### config.mk
export PLATFORM = sky130hd
export DESIGN_NAME = cct_ctrl
export DESIGN_NICKNAME = d
export VERILOG_FILES = /design/src/rtl/cct_cfg_store.v /design/src/rtl/cct_ctrl.v
export VERILOG_INCLUDE_DIRS = /design/src /design/src/rtl
export SDC_FILE = /design/constraint.sdc
export NUM_CORES = 1
export LEC_CHECK = 0
export BUFFER_PORTS_ARGS = -buffer_cell sky130_fd_sc_hd__buf_4
export CORE_AREA = 4 4 108 131
export DETAILED_ROUTE_END_ITERATION = 8
export DIE_AREA = 0 0 112 135
export PLACE_DENSITY = 0.9
export SETUP_SLACK_MARGIN = 0.3
export SYNTH_ARGS = -nofsm -noshare
export SYNTH_HDL_FRONTEND = slang
export SYNTH_SLANG_ARGS = --single-unit
### constraint.sdc
create_clock -name clk -period 2.55 [get_ports clk]
set_input_delay 0.255 -clock clk [delete_from_list [all_inputs] [get_ports clk]]
set_output_delay 0.255 -clock clk [all_outputs]
set_load 0.005 [all_outputs]
### src/rtl/cct_defs.vh
// Constants for the clock translator configuration control block
`ifndef CCT_DEFS_VH
`define CCT_DEFS_VH

// Register byte offsets
`define CCT_OFF_CTRL    8'h00
`define CCT_OFF_OUTDIV  8'h04
`define CCT_OFF_PREDIV  8'h08
`define CCT_OFF_FBDIV   8'h0C
`define CCT_OFF_M1DIV   8'h10
`define CCT_OFF_STATUS  8'h14
`define CCT_OFF_RATIO   8'h18

// Control field positions
`define CCT_CTRL_SRC    0
`define CCT_CTRL_PROF   1
`define CCT_CTRL_MODE_L 2
`define CCT_CTRL_DBL    4
`define CCT_CTRL_POL_L  5
`define CCT_CTRL_CSEL   7

// Control reset value: pin source, mode code 0, manual via pin
`define CCT_CTRL_RST    8'h00

// Mode codes
`define CCT_MODE_LBW    2'h0
`define CCT_MODE_HBW    2'h1
`define CCT_MODE_SYN    2'h2

// Switching policies
`define CCT_POL_MPIN    2'h0
`define CCT_POL_MREG    2'h1
`define CCT_POL_REV     2'h2
`define CCT_POL_NREV    2'h3

// Loader states
`define CCT_ST_IDLE     2'h0
`define CCT_ST_FETCH    2'h1
`define CCT_ST_WAIT     2'h2
`define CCT_ST_COPY     2'h3

// Missing-edge alarm threshold in feedback edges
`define CCT_BAD_EDGES   2'h3

// Stored configuration word: {m1[16:0], fb[31:0], pre[15:0], n[10:0]}
`define CCT_CFG_W       76
`define CCT_CFG0        76'h0010_00001900_0001_004
`define CCT_CFG1        76'h0020_00002000_0002_010

`endif
### src/rtl/cct_cfg_store.v
// Two-entry store holding the power-up default configurations
`timescale 1ns/100ps
module cct_cfg_store #(
  parameter          W    = 76,
  parameter [W-1:0]  CFG0 = {W{1'b0}},
  parameter [W-1:0]  CFG1 = {W{1'b0}}
) (
  // Clock
  input  wire          clk,
  // Read port
  input  wire          sel,
  output reg  [W-1:0]  rdata
);

  // Registered read of the chosen entry
  always @(posedge clk) begin
    rdata <= sel ? CFG1 : CFG0;
  end

endmodule // cct_cfg_store

### src/rtl/cct_ctrl.v
// Configuration, mode, divider and reference control of the translator
//
// Local design decisions: the register offsets and the AHB-Lite slave port.
`timescale 1ns/100ps
`include "cct_defs.vh"
module cct_ctrl #(
  // Mode code for each operating mode
  parameter [1:0]  MODE_LBW = `CCT_MODE_LBW,
  parameter [1:0]  MODE_HBW = `CCT_MODE_HBW,
  parameter [1:0]  MODE_SYN = `CCT_MODE_SYN
) (
  // Clock and reset
  input  wire         clk,
  input  wire         rst,
  // AHB-Lite slave
  input  wire         hsel,
  input  wire [7:0]   haddr,
  input  wire [1:0]   htrans,
  input  wire         hwrite,
  input  wire [2:0]   hsize,
  input  wire [31:0]  hwdata,
  input  wire         hready,
  output wire         hreadyout,
  output wire         hresp,
  output reg  [31:0]  hrdata,
  // Profile pin, reference select pin, lock
  input  wire         profile_pin,
  input  wire         clk_sel_pin,
  input  wire         pll_locked,
  // Monitored edge pulses
  input  wire         ref_a_edge,
  input  wire         ref_b_edge,
  input  wire         xtal_edge,
  input  wire         fb_up_edge,
  input  wire         fb_lo_edge,
  // Alarm pins and active reference
  output wire         ref_a_bad,
  output wire         ref_b_bad,
  output wire         xtal_bad,
  output reg          holdover,
  output reg          ref_active,
  // Loop settings
  output reg  [10:0]  out_div_code_q,
  output reg  [10:0]  out_div_ratio,
  output reg  [15:0]  pre_div_q,
  output reg  [31:0]  fb_div_q,
  output reg  [16:0]  m1_div_q,
  output reg          upper_loop_en,
  output reg          lower_loop_en,
  output reg          ref_path_en,
  output reg          frac_en,
  output reg          xtal_double
);

  // Control register and loader state
  reg  [7:0]   ctrl_q;
  reg  [1:0]   st_q;
  reg          cur_prof_q;
  // Bus data-phase tracking
  reg          ap_wr_q;
  reg          ap_rd_q;
  reg          rd_rdy_q;
  reg  [7:0]   ap_addr_q;
  // Lock seen since an automatic policy was chosen
  reg          lock_seen_q;
  // Combinational read mux and decoded ratio
  reg  [31:0]  rd_mux;
  reg  [10:0]  ratio_d;
  // Store read data and alarm levels
  wire [`CCT_CFG_W-1:0] cfg_rd;
  wire [2:0]   bad;
  // Decoded bus and control fields
  wire         accept;
  wire         prof_sel;
  wire [1:0]   mode;
  wire [1:0]   pol;
  wire         pref;

  // Control fields: mode, policy, preferred reference
  assign mode     = ctrl_q[`CCT_CTRL_MODE_L+1:`CCT_CTRL_MODE_L];
  assign pol      = ctrl_q[`CCT_CTRL_POL_L+1:`CCT_CTRL_POL_L];
  assign pref     = ctrl_q[`CCT_CTRL_CSEL];
  // Active profile: ctrl_q profile bit when source bit set, else pin (low = zero, high = one)
  assign prof_sel = ctrl_q[`CCT_CTRL_SRC] ? ctrl_q[`CCT_CTRL_PROF] : profile_pin;

  // Stored defaults, read through a register
  cct_cfg_store #(
    .W    (`CCT_CFG_W),
    .CFG0 (`CCT_CFG0),
    .CFG1 (`CCT_CFG1)
  ) u_store (
    .clk   (clk),
    .sel   (cur_prof_q),
    .rdata (cfg_rd)
  );

  // Bus handshake: reads take one wait state, writes none
  assign accept    = hsel & hready & htrans[1];
  assign hreadyout = ~ap_rd_q | rd_rdy_q;
  assign hresp     = 1'b0;

  // Address phase capture
  always @(posedge clk) begin
    if (rst) begin
      ap_wr_q   <= 1'b0;
      ap_rd_q   <= 1'b0;
      rd_rdy_q  <= 1'b0;
      ap_addr_q <= 8'h00;
    end else begin
      if (hreadyout) begin
        ap_wr_q   <= accept & hwrite;
        ap_rd_q   <= accept & ~hwrite;
        rd_rdy_q  <= 1'b0;
        ap_addr_q <= haddr;
      end else begin
        rd_rdy_q  <= 1'b1;
      end
    end
  end

  // Read data mux, unmapped reads zero
  always @* begin
    rd_mux = 32'h00000000;
    case (ap_addr_q)
      `CCT_OFF_CTRL:   rd_mux = {24'h000000, ctrl_q};
      `CCT_OFF_OUTDIV: rd_mux = {21'h000000, out_div_code_q};
      `CCT_OFF_PREDIV: rd_mux = {16'h0000, pre_div_q};
      `CCT_OFF_FBDIV:  rd_mux = fb_div_q;
      `CCT_OFF_M1DIV:  rd_mux = {15'h0000, m1_div_q};
      `CCT_OFF_STATUS: rd_mux = {21'h000000, holdover, ref_active, lower_loop_en,
                                 upper_loop_en, frac_en, bad, st_q != `CCT_ST_IDLE,
                                 cur_prof_q, 1'b0};
      `CCT_OFF_RATIO:  rd_mux = {21'h000000, out_div_ratio};
      default:         rd_mux = 32'h00000000;
    endcase
  end

  // Read data register, loaded in the wait cycle
  always @(posedge clk) begin
    if (rst) begin
      hrdata <= 32'h00000000;
    end else if (ap_rd_q & ~rd_rdy_q) begin
      hrdata <= rd_mux;
    end
  end

  // Control register; mode not part of the stored profiles
  always @(posedge clk) begin
    if (rst) begin
      ctrl_q <= `CCT_CTRL_RST;
    end else if (ap_wr_q && ap_addr_q == `CCT_OFF_CTRL) begin
      ctrl_q <= hwdata[7:0];
    end
  end

  // Loader: fetch on reset release and on profile change
  always @(posedge clk) begin
    if (rst) begin
      st_q       <= `CCT_ST_FETCH;
      cur_prof_q <= 1'b0;
    end else begin
      case (st_q)
        `CCT_ST_IDLE: begin
          if (prof_sel != cur_prof_q) begin
            st_q <= `CCT_ST_FETCH;
          end
        end
        `CCT_ST_FETCH: begin
          cur_prof_q <= prof_sel;
          st_q       <= `CCT_ST_WAIT;
        end
        `CCT_ST_WAIT: begin
          st_q <= `CCT_ST_COPY;
        end
        `CCT_ST_COPY: begin
          st_q <= `CCT_ST_IDLE;
        end
        default: begin
          st_q <= `CCT_ST_IDLE;
        end
      endcase
    end
  end

  // Live profile registers: copied from store, else host writable
  always @(posedge clk) begin
    if (rst) begin
      out_div_code_q <= 11'h000;
      pre_div_q      <= 16'h0000;
      fb_div_q       <= 32'h00000000;
      m1_div_q       <= 17'h00000;
    end else if (st_q == `CCT_ST_COPY) begin
      // Stored profile replaces any earlier host values
      out_div_code_q <= cfg_rd[10:0];
      pre_div_q      <= cfg_rd[26:11];
      fb_div_q       <= cfg_rd[58:27];
      m1_div_q       <= cfg_rd[75:59];
    end else if (ap_wr_q && st_q == `CCT_ST_IDLE) begin
      // Host writes dropped while the loader is busy
      case (ap_addr_q)
        `CCT_OFF_OUTDIV: out_div_code_q <= hwdata[10:0];
        `CCT_OFF_PREDIV: pre_div_q      <= hwdata[15:0];
        `CCT_OFF_FBDIV:  fb_div_q       <= hwdata;
        `CCT_OFF_M1DIV:  m1_div_q       <= hwdata[16:0];
        default:         m1_div_q       <= m1_div_q;
      endcase
    end
  end

  // Output divider decode, ratio 2..2046
  always @* begin
    if (out_div_code_q <= 11'h002) begin
      ratio_d = 11'h002;
    end else if (out_div_code_q <= 11'h005) begin
      ratio_d = out_div_code_q;
    end else begin
      ratio_d = {out_div_code_q[10:1], 1'b0};
    end
  end

  // Loop organisation per mode
  always @(posedge clk) begin
    if (rst) begin
      out_div_ratio <= 11'h002;
      upper_loop_en <= 1'b0;
      lower_loop_en <= 1'b0;
      ref_path_en   <= 1'b0;
      frac_en       <= 1'b0;
      xtal_double   <= 1'b0;
    end else begin
      // Mode code 3 leaves reference path and lower loop off
      out_div_ratio <= ratio_d;
      upper_loop_en <= 1'b1;
      lower_loop_en <= (mode == MODE_LBW);
      ref_path_en   <= (mode == MODE_LBW) | (mode == MODE_HBW);
      frac_en       <= (mode == MODE_SYN) & (fb_div_q[23:0] != 24'h000000);
      xtal_double   <= ctrl_q[`CCT_CTRL_DBL];
    end
  end

  // Missing-edge monitors: three feedback edges without input edge
  // Source edge wins over a feedback edge in the same cycle
  genvar i;
  generate
    for (i = 0; i < 3; i = i + 1) begin : g_mon
      reg  [1:0] cnt_q;
      reg        bad_q;
      wire       src_e;
      wire       fb_e;
      assign src_e  = (i == 0) ? ref_a_edge : (i == 1) ? ref_b_edge : xtal_edge;
      assign fb_e   = (i < 2 && mode == MODE_LBW) ? fb_lo_edge : fb_up_edge;
      assign bad[i] = bad_q;
      always @(posedge clk) begin
        if (rst) begin
          cnt_q <= 2'h0;
          bad_q <= 1'b0;
        end else if (src_e) begin
          cnt_q <= 2'h0;
          bad_q <= 1'b0;
        end else if (fb_e && cnt_q != `CCT_BAD_EDGES) begin
          cnt_q <= cnt_q + 2'h1;
          bad_q <= (cnt_q == `CCT_BAD_EDGES - 2'h1);
        end
      end
    end
  endgenerate

  // Alarm pins mirror the monitor flags
  assign ref_a_bad = bad[0];
  assign ref_b_bad = bad[1];
  assign xtal_bad  = bad[2];

  // Reference selection and holdover
  always @(posedge clk) begin
    if (rst) begin
      ref_active  <= 1'b0;
      holdover    <= 1'b0;
      lock_seen_q <= 1'b0;
    end else begin
      lock_seen_q <= (pol[1] & (lock_seen_q | pll_locked));
      case (pol)
        `CCT_POL_MPIN: begin
          ref_active <= clk_sel_pin;
          holdover   <= bad[ref_active];
        end
        `CCT_POL_MREG: begin
          ref_active <= pref;
          holdover   <= bad[ref_active];
        end
        default: begin
          holdover <= bad[0] & bad[1];
          // Preferred input held until lock first seen
          if (!lock_seen_q) begin
            ref_active <= pref;
          end else if (bad[ref_active] && !bad[~ref_active]) begin
            ref_active <= ~ref_active;
          end else if (pol == `CCT_POL_REV && ref_active != pref && !bad[pref]) begin
            ref_active <= pref;
          end
        end
      endcase
    end
  end

endmodule // cct_ctrl

==> metrics.txt, run 1 <==
status finished, final reports clean; CTS root buf clkbuf_16; drt first pass iters 7; Most used DFF post-synth dfxtp_1; hold crit path type in -> reg; yosys warns 0; Max Clock Skew 0.00807 ns; Arrival @ worst endpoint 2.50 ns; max frequency 460 MHz; WL/cell 20.6 um; Critical Path RT 2.88 ns; clock latency on the worst-skew pair 0.43 ns; mean post-synth cell area 8.89 um^2; Iter 0 DRT Violations 791; clk sink count 160; critical path startpoint category flop; worst ir drop on vdd 497 uV; largest fanout on the critical path 9; initial antenna violation count 0; final worst-path cycle share 0.852; H-tree depth 4; critical path type reg -> reg; Rows 46; Die Area 0.0151 mm^2; placed cell area roughly 0.0081 mm^2; largest net degree at the start of global routing 74; core area 0.0129 mm^2; num ports ~190; die outline width 112 um; vias in the first global route 6,494; MaxCap Viol Count 0; ANT cells 0; Yosys cell types 55; Slew Limit Headroom 0.453; total routed wirelength around 23 mm; ratio of cells with drive above 1 in the final layout 0.285; Clock Tree Buf Depth 2; via count ~6.6k; Final Cell Area 0.00871 mm^2; remaining antenna violation count 0; GRT Overall Usage 0.290; EDFF count, synth 0; clock slew at reported path FFs ~0.070 ns; final hold viol count 0; post-layout util 0.672; Post-Syn Instances 743; Pwr Density 682 mW/mm^2; Detail Placement HPWL 15.1 mm; # fillers 948; Remaining DRCs 0; vias per cell 6.03; Final setup viols 0; total power about 6 mW; crit end category flop; gpl congestion 0.920; Async SR Flop Fraction 0; Seq/Total Area, Yosys 0.485; postcts setup bufs 0; count of input and output buffers 183; CTS tree yes; die height 135 um; Net Count, Synth 811; number of synthesized register bits 160; unrepaired setup endpoints after global routing false; min Tclk post-route 2.17 ns; gr ovfl total 0; global-route wire length before repair 34.9 mm; static leakage ~3.5 nW; Final Slew Violations 0; Initial Util 0.510; CTS Buf Count 17; Area Growth Syn to Fin 31.8%; Min Hold Slack 0.00533 ns; total negative slack 0 ns; Total Nets Final 988; slew at the pin with the worst max-slew slack 0.821 ns; post-synthesis cell area 0.00661 mm^2
-- sequential cells by signal, indices dropped and copies added, names as in the netlist, 6 cells and up --
name / flops
ap_addr_q: 8
ctrl_q: 8
fb_div_q: 32
g_mon.cnt_q: 6
hrdata: 32
m1_div_q: 17
out_div_code_q: 11
out_div_ratio: 11
pre_div_q: 16
-- worst max-delay path: stages (launching register included) --
cell and delay (ns):
dfxtp_1 0.34, inv_1 0.10, ha_1 0.21, nand2_1 0.26
nor4_4 0.58, buf_4 0.29, nand2_1 0.09, a21oi_1 0.20
-- cell usage in the layout, fill, tap and decap left out, types with 2 or more instances in the layout --
cell        synthesis  final
buf_4               6    208
a32oi_1             3      3
mux2_2              6      6
o211ai_1            8      8
nand2b_1            2      2
nand3_1             5      5
a2111oi_0           3      3
clkinv_2            0      4
and2_1              2      2
nor2_1             57     57
nor4_4              3      3
nor3_1             12     12
o2bb2ai_1           4      4
inv_6               0      2
xnor2_1             5      5
mux4_2              5      5
nor2b_1            16     16
inv_1              10     10
clkinvlp_4          0      2
ha_1               10     10
nor4_1              9      9
clkinv_4            0      5
a21oi_1            89     89
nand2_1           164    163
dfxtp_1           160    158
o21ai_0            11     11
dfxtp_2             0      2
mux2i_1            40     40
or3_1               3      2
nand2_2             1      2
a31oi_1             9      9
a221o_1             2      2
a22oi_1            24     24
o22ai_1             2      2
clkbuf_16           0     17
o221ai_1            4      4
-- stage by stage --
step	setup slack [ns]	std cells
after floorplan	0.693	743
after CTS	0.346	1100
after global placement	0.483	1068
after global routing	0.323	1101
after detailed placement	0.426	1068
final	0.378	1101
-- repair_timing --
item / CTS / global route
resized for setup: 2 / 3
hold endpoints to repair: 0 / 2
hold buffers: 0 / 1
setup endpoints to repair: 1 / 18
-- per-layer routing --
layer | global-route usage | share of wire | vias up
met3 | 0.0955 | 0.12 | 115
li1 | - | - | 2944
met4 | 0.152 | 0.051 | 0
met1 | 0.336 | 0.36 | 3083
met5 | 0 | 0 | -
met2 | 0.479 | 0.47 | 496
-- path summary, 6_finish.rpt --
path,end,start,slack [ns],cells past startpoint
worst min register to register,u_store.rdata[41]$_DFF_P_,cur_prof_q$_SDFFE_PP0N_,0.38,0
worst max register to register,pre_div_q[14]$_SDFFE_PP0P_,st_q[0]$_SDFFE_PP1P_,0.38,7
worst min-delay path,ref_a_bad$_SDFFE_PP0P_,ref_a_edge,0.005,2
worst max-delay path,pre_div_q[14]$_SDFFE_PP0P_,st_q[0]$_SDFFE_PP1P_,0.38,7
-- cells by family (layout without fill, tap and decap cells) --
kind of cell             count (synthesis)  in the layout  synth area share
adder cells (fa/ha/maj)                 10             10            0.0189
multiplexers                            51             51            0.0879
AND/OR/NAND/NOR                        287            287             0.197
AO/OA/AOI/OAI                          166            166             0.156
other                                    1              1          0.000568
XOR/XNOR                                 5              5           0.00663
flip-flops                             160            160             0.485
buffers and inverters                   63            253            0.0475
-- synth_stat cells (all sizes together) (2+ instances only) --
master	number	area [um^2]
nand2	165	622
dfxtp	160	3200
a21oi	89	445
nor2	57	214
mux2i	40	400
buf	28	183
a22oi	24	180
clkbuf	24	90.1
nor2b	16	100
nor3	14	86.3
nor4	12	120
o21ai	11	55.1
ha	10	125
inv	10	37.5
a31oi	9	56.3
o211ai	8	60.1
mux2	6	67.6
mux4	5	113
nand3	5	25.0
xnor2	5	43.8
o221ai	4	35.0
o2bb2ai	4	35.0
a2111oi	3	26.3
a32oi	3	26.3
or3	3	18.8
a221o	2	20.0
and2	2	12.5
nand2b	2	12.5
nor4bb	2	20.0
o22ai	2	12.5
-- final cells by class --
cell class,instances,area [um^2],share of cell area
flip-flops and latches,160,3210,0.368
multi-input cells,520,3100,0.356
repair buffers,210,1580,0.182
clock buffers,17,425,0.0489
well taps,168,210,0.0241
clock inverters,15,138,0.0158
inverters,11,41.3,0.00474
-- where the power goes --
part	internal (mW)	leakage [nW]	switching (mW)
combinational	0.318	1.90	0.444
clock	1.35	0.275	1.08
sequential	2.61	1.30	0.130
total	4.28	3.47	1.65
No activity file was read; power rests on OpenSTA's default activity.
==> run 2, diff against run 1 <==
- BUFFER_PORTS_ARGS: -buffer_cell sky130_fd_sc_hd__buf_4 -> -buffer_cell sky130_fd_sc_hd__buf_2
==> metrics.txt, run 2 (synthesis gave the netlist of run 1 again) <==
Arrival @ worst endpoint 2.39 ns (-0.11 ns); RR Endpoint out_div_code_q[2]$_SDFFE_PP0P_; hold path depth 2 (unchanged); total routed wirelength 21.1 mm (-6.7%); Pwr Density 741 mW/mm^2 (+8.7%); critical path type reg -> reg; Critical Path RT 2.81 ns (-0.07 ns); Area Growth Syn to Fin 25.6%; critical path startpoint category flop; via count 6,406 (-3.5%); Remaining DRCs 0 (unchanged); largest net degree at the start of global routing 77 (+4.1%); critical path's slowest cell dfxtp_1; vias per cell 5.83 (-3.2%); Final Cell Area 0.00830 mm^2 (-4.7%); max frequency 468 MHz (+1.8%); Max Clock Skew 0.00600 ns (-0.00208 ns); commonest non-fill, non-tap cell in the layout buf_2; status finished, final reports clean; global-route wire length before repair 33.2 mm (-4.7%); clock slew at reported path FFs 0.06 ns (about the same); worst ir drop on vdd 462 uV (-7.1%); Total Nets Final 984 (-0.40%); ratio of cells with drive above 1 in the final layout 0.281 (-0.00415); Worst Hold End g_mon[1].cnt_q[0]$_SDFFE_PP0P_; core area 0.0129 mm^2 (unchanged); gpl congestion 0.931 (+1.3%); CTS Buf Count 17 (unchanged); Iter 0 DRT Violations 665 (-16%); post-layout util 0.641 (-0.0313); most frequent cells in the layout 183 x buf_2, 163 x nand2_1, 160 x dfxtp_1; drt first pass iters 5 (-2); Hold Path Origin ref_b_edge; RR Startpoint ap_addr_q[2]$_SDFFE_PP0N_; pre-CTS setup slack 0.286 ns (-0.140 ns); Final setup viols 0 (unchanged); count of input and output buffers 183 (unchanged); Detail Placement HPWL 14.8 mm (-1.8%); worst r2r path cells 5 (-2); CTS root buf clkbuf_16; Critical Path, Cell by Cell nand2b_1 > nor4_4 > buf_4 > mux2i_1 > a21oi_1; Rows 46 (unchanged); Hold-fix buffers, CTS 0 (unchanged); Min Hold Slack 0.0215 ns (+0.0162 ns); Worst path max stage delay 0.66 ns (+0.08 ns); slew at the pin with the worst max-slew slack 1.10 ns (+0.281 ns); Die Area 0.0151 mm^2 (unchanged); final worst slack 0.415 ns (+0.0375 ns); remaining antenna violation count 0 (unchanged); initial antenna violation count 1 (+1); clock latency on the worst-skew pair 0.43 ns (about the same); die outline width 112 um (unchanged); CTS tree yes; Initial Util 0.510 (unchanged); placed cell area 0.00765 mm^2 (-5.8%); min Tclk post-route 2.13 ns (-0.0375 ns); vias in the first global route 6,201 (-4.5%); Final Slew Violations 0 (unchanged); final hold viol count 0 (unchanged); MaxCap Viol Count 0 (unchanged); largest fanout on the critical path 12 (+3); Top Registers fb_div_q (32), hrdata (32), m1_div_q (17); worst reg-to-reg setup slack 0.42 ns (+0.04 ns); H-tree depth 4 (unchanged); clk sink count 160 (unchanged); total negative slack 0 ns (unchanged); postcts setup bufs 0 (unchanged); final worst-path cycle share 0.837 (-0.0147); static leakage 3.45 nW (-0.80%); # placed instances 1,065 (-0.28%); Slew Limit Headroom 0.257 (-0.195); die height 135 um (unchanged); GRT Overall Usage 0.277 (-0.0136); hold crit path type in -> reg; unrepaired setup endpoints after global routing false; Finished Layout Cells 1,098 (-0.27%); total power 6.15 mW (+3.6%); crit end category flop; WL/cell 19.3 um (-6.5%); Clock Tree Buf Depth 2 (unchanged); gr ovfl total 0 (unchanged); num ports 189 (unchanged)
## run 2: report_power, final
group,internal (mW),switching [mW]
sequential,2.61,0.125
combinational,0.254,0.430
clock,1.69,1.04
## run 2: final cells by class
| class | count | area (um^2) |
|---|---|---|
| diodes | 1 | 2.50 |
| clock buffers | 19 | 453 |
| clock inverters | 13 | 183 |
| fillers | 1022 | 4650 |
| inverters | 11 | 41.3 |
| multi-input cells | 520 | 3110 |
| flip-flops and latches | 160 | 3200 |
| well taps | 168 | 210 |
| repair buffers | 206 | 1100 |
## run 2: critical path, delay by kind of cell, from the launching register on
kind                   cells  cell delay, ns
AO/OA/AOI/OAI              1            0.09
buffers and inverters      1            0.29
flip-flops                 1            0.66
multiplexers               1            0.22
AND/OR/NAND/NOR            2            0.69
## run 2: worst max path at each step
stage | start | end | slack, ns | depth (start not counted)
finish | ap_addr_q[2]$_SDFFE_PP0N_ | out_div_code_q[2]$_SDFFE_PP0P_ | 0.42 | 5
global route | rd_rdy_q$_SDFF_PP0_ | hreadyout | 0.32 | 4
CTS | st_q[0]$_SDFFE_PP1P_ | m1_div_q[5]$_SDFFE_PP0P_ | 0.39 | 6
detailed placement | st_q[0]$_SDFFE_PP1P_ | pre_div_q[1]$_SDFFE_PP0P_ | 0.29 | 6
global placement | st_q[0]$_SDFFE_PP1P_ | pre_div_q[1]$_SDFFE_PP0P_ | 0.36 | 6
floorplan | st_q[0]$_SDFFE_PP1P_ | pre_div_q[14]$_SDFFE_PP0P_ | 0.69 | 8
## run 2: layer usage
metal	track usage	vias up	wire length, um
li1	-	2928	-
met1	0.329	2954	7890
met2	0.450	427	9930
met3	0.0834	97	2240
met4	0.147	0	1080
met5	0	-	0
## run 2: timing repair
item                       4_1_cts  5_1_grt
gates cloned                     0        0
resized for setup                1        2
setup endpoints to repair       11       11
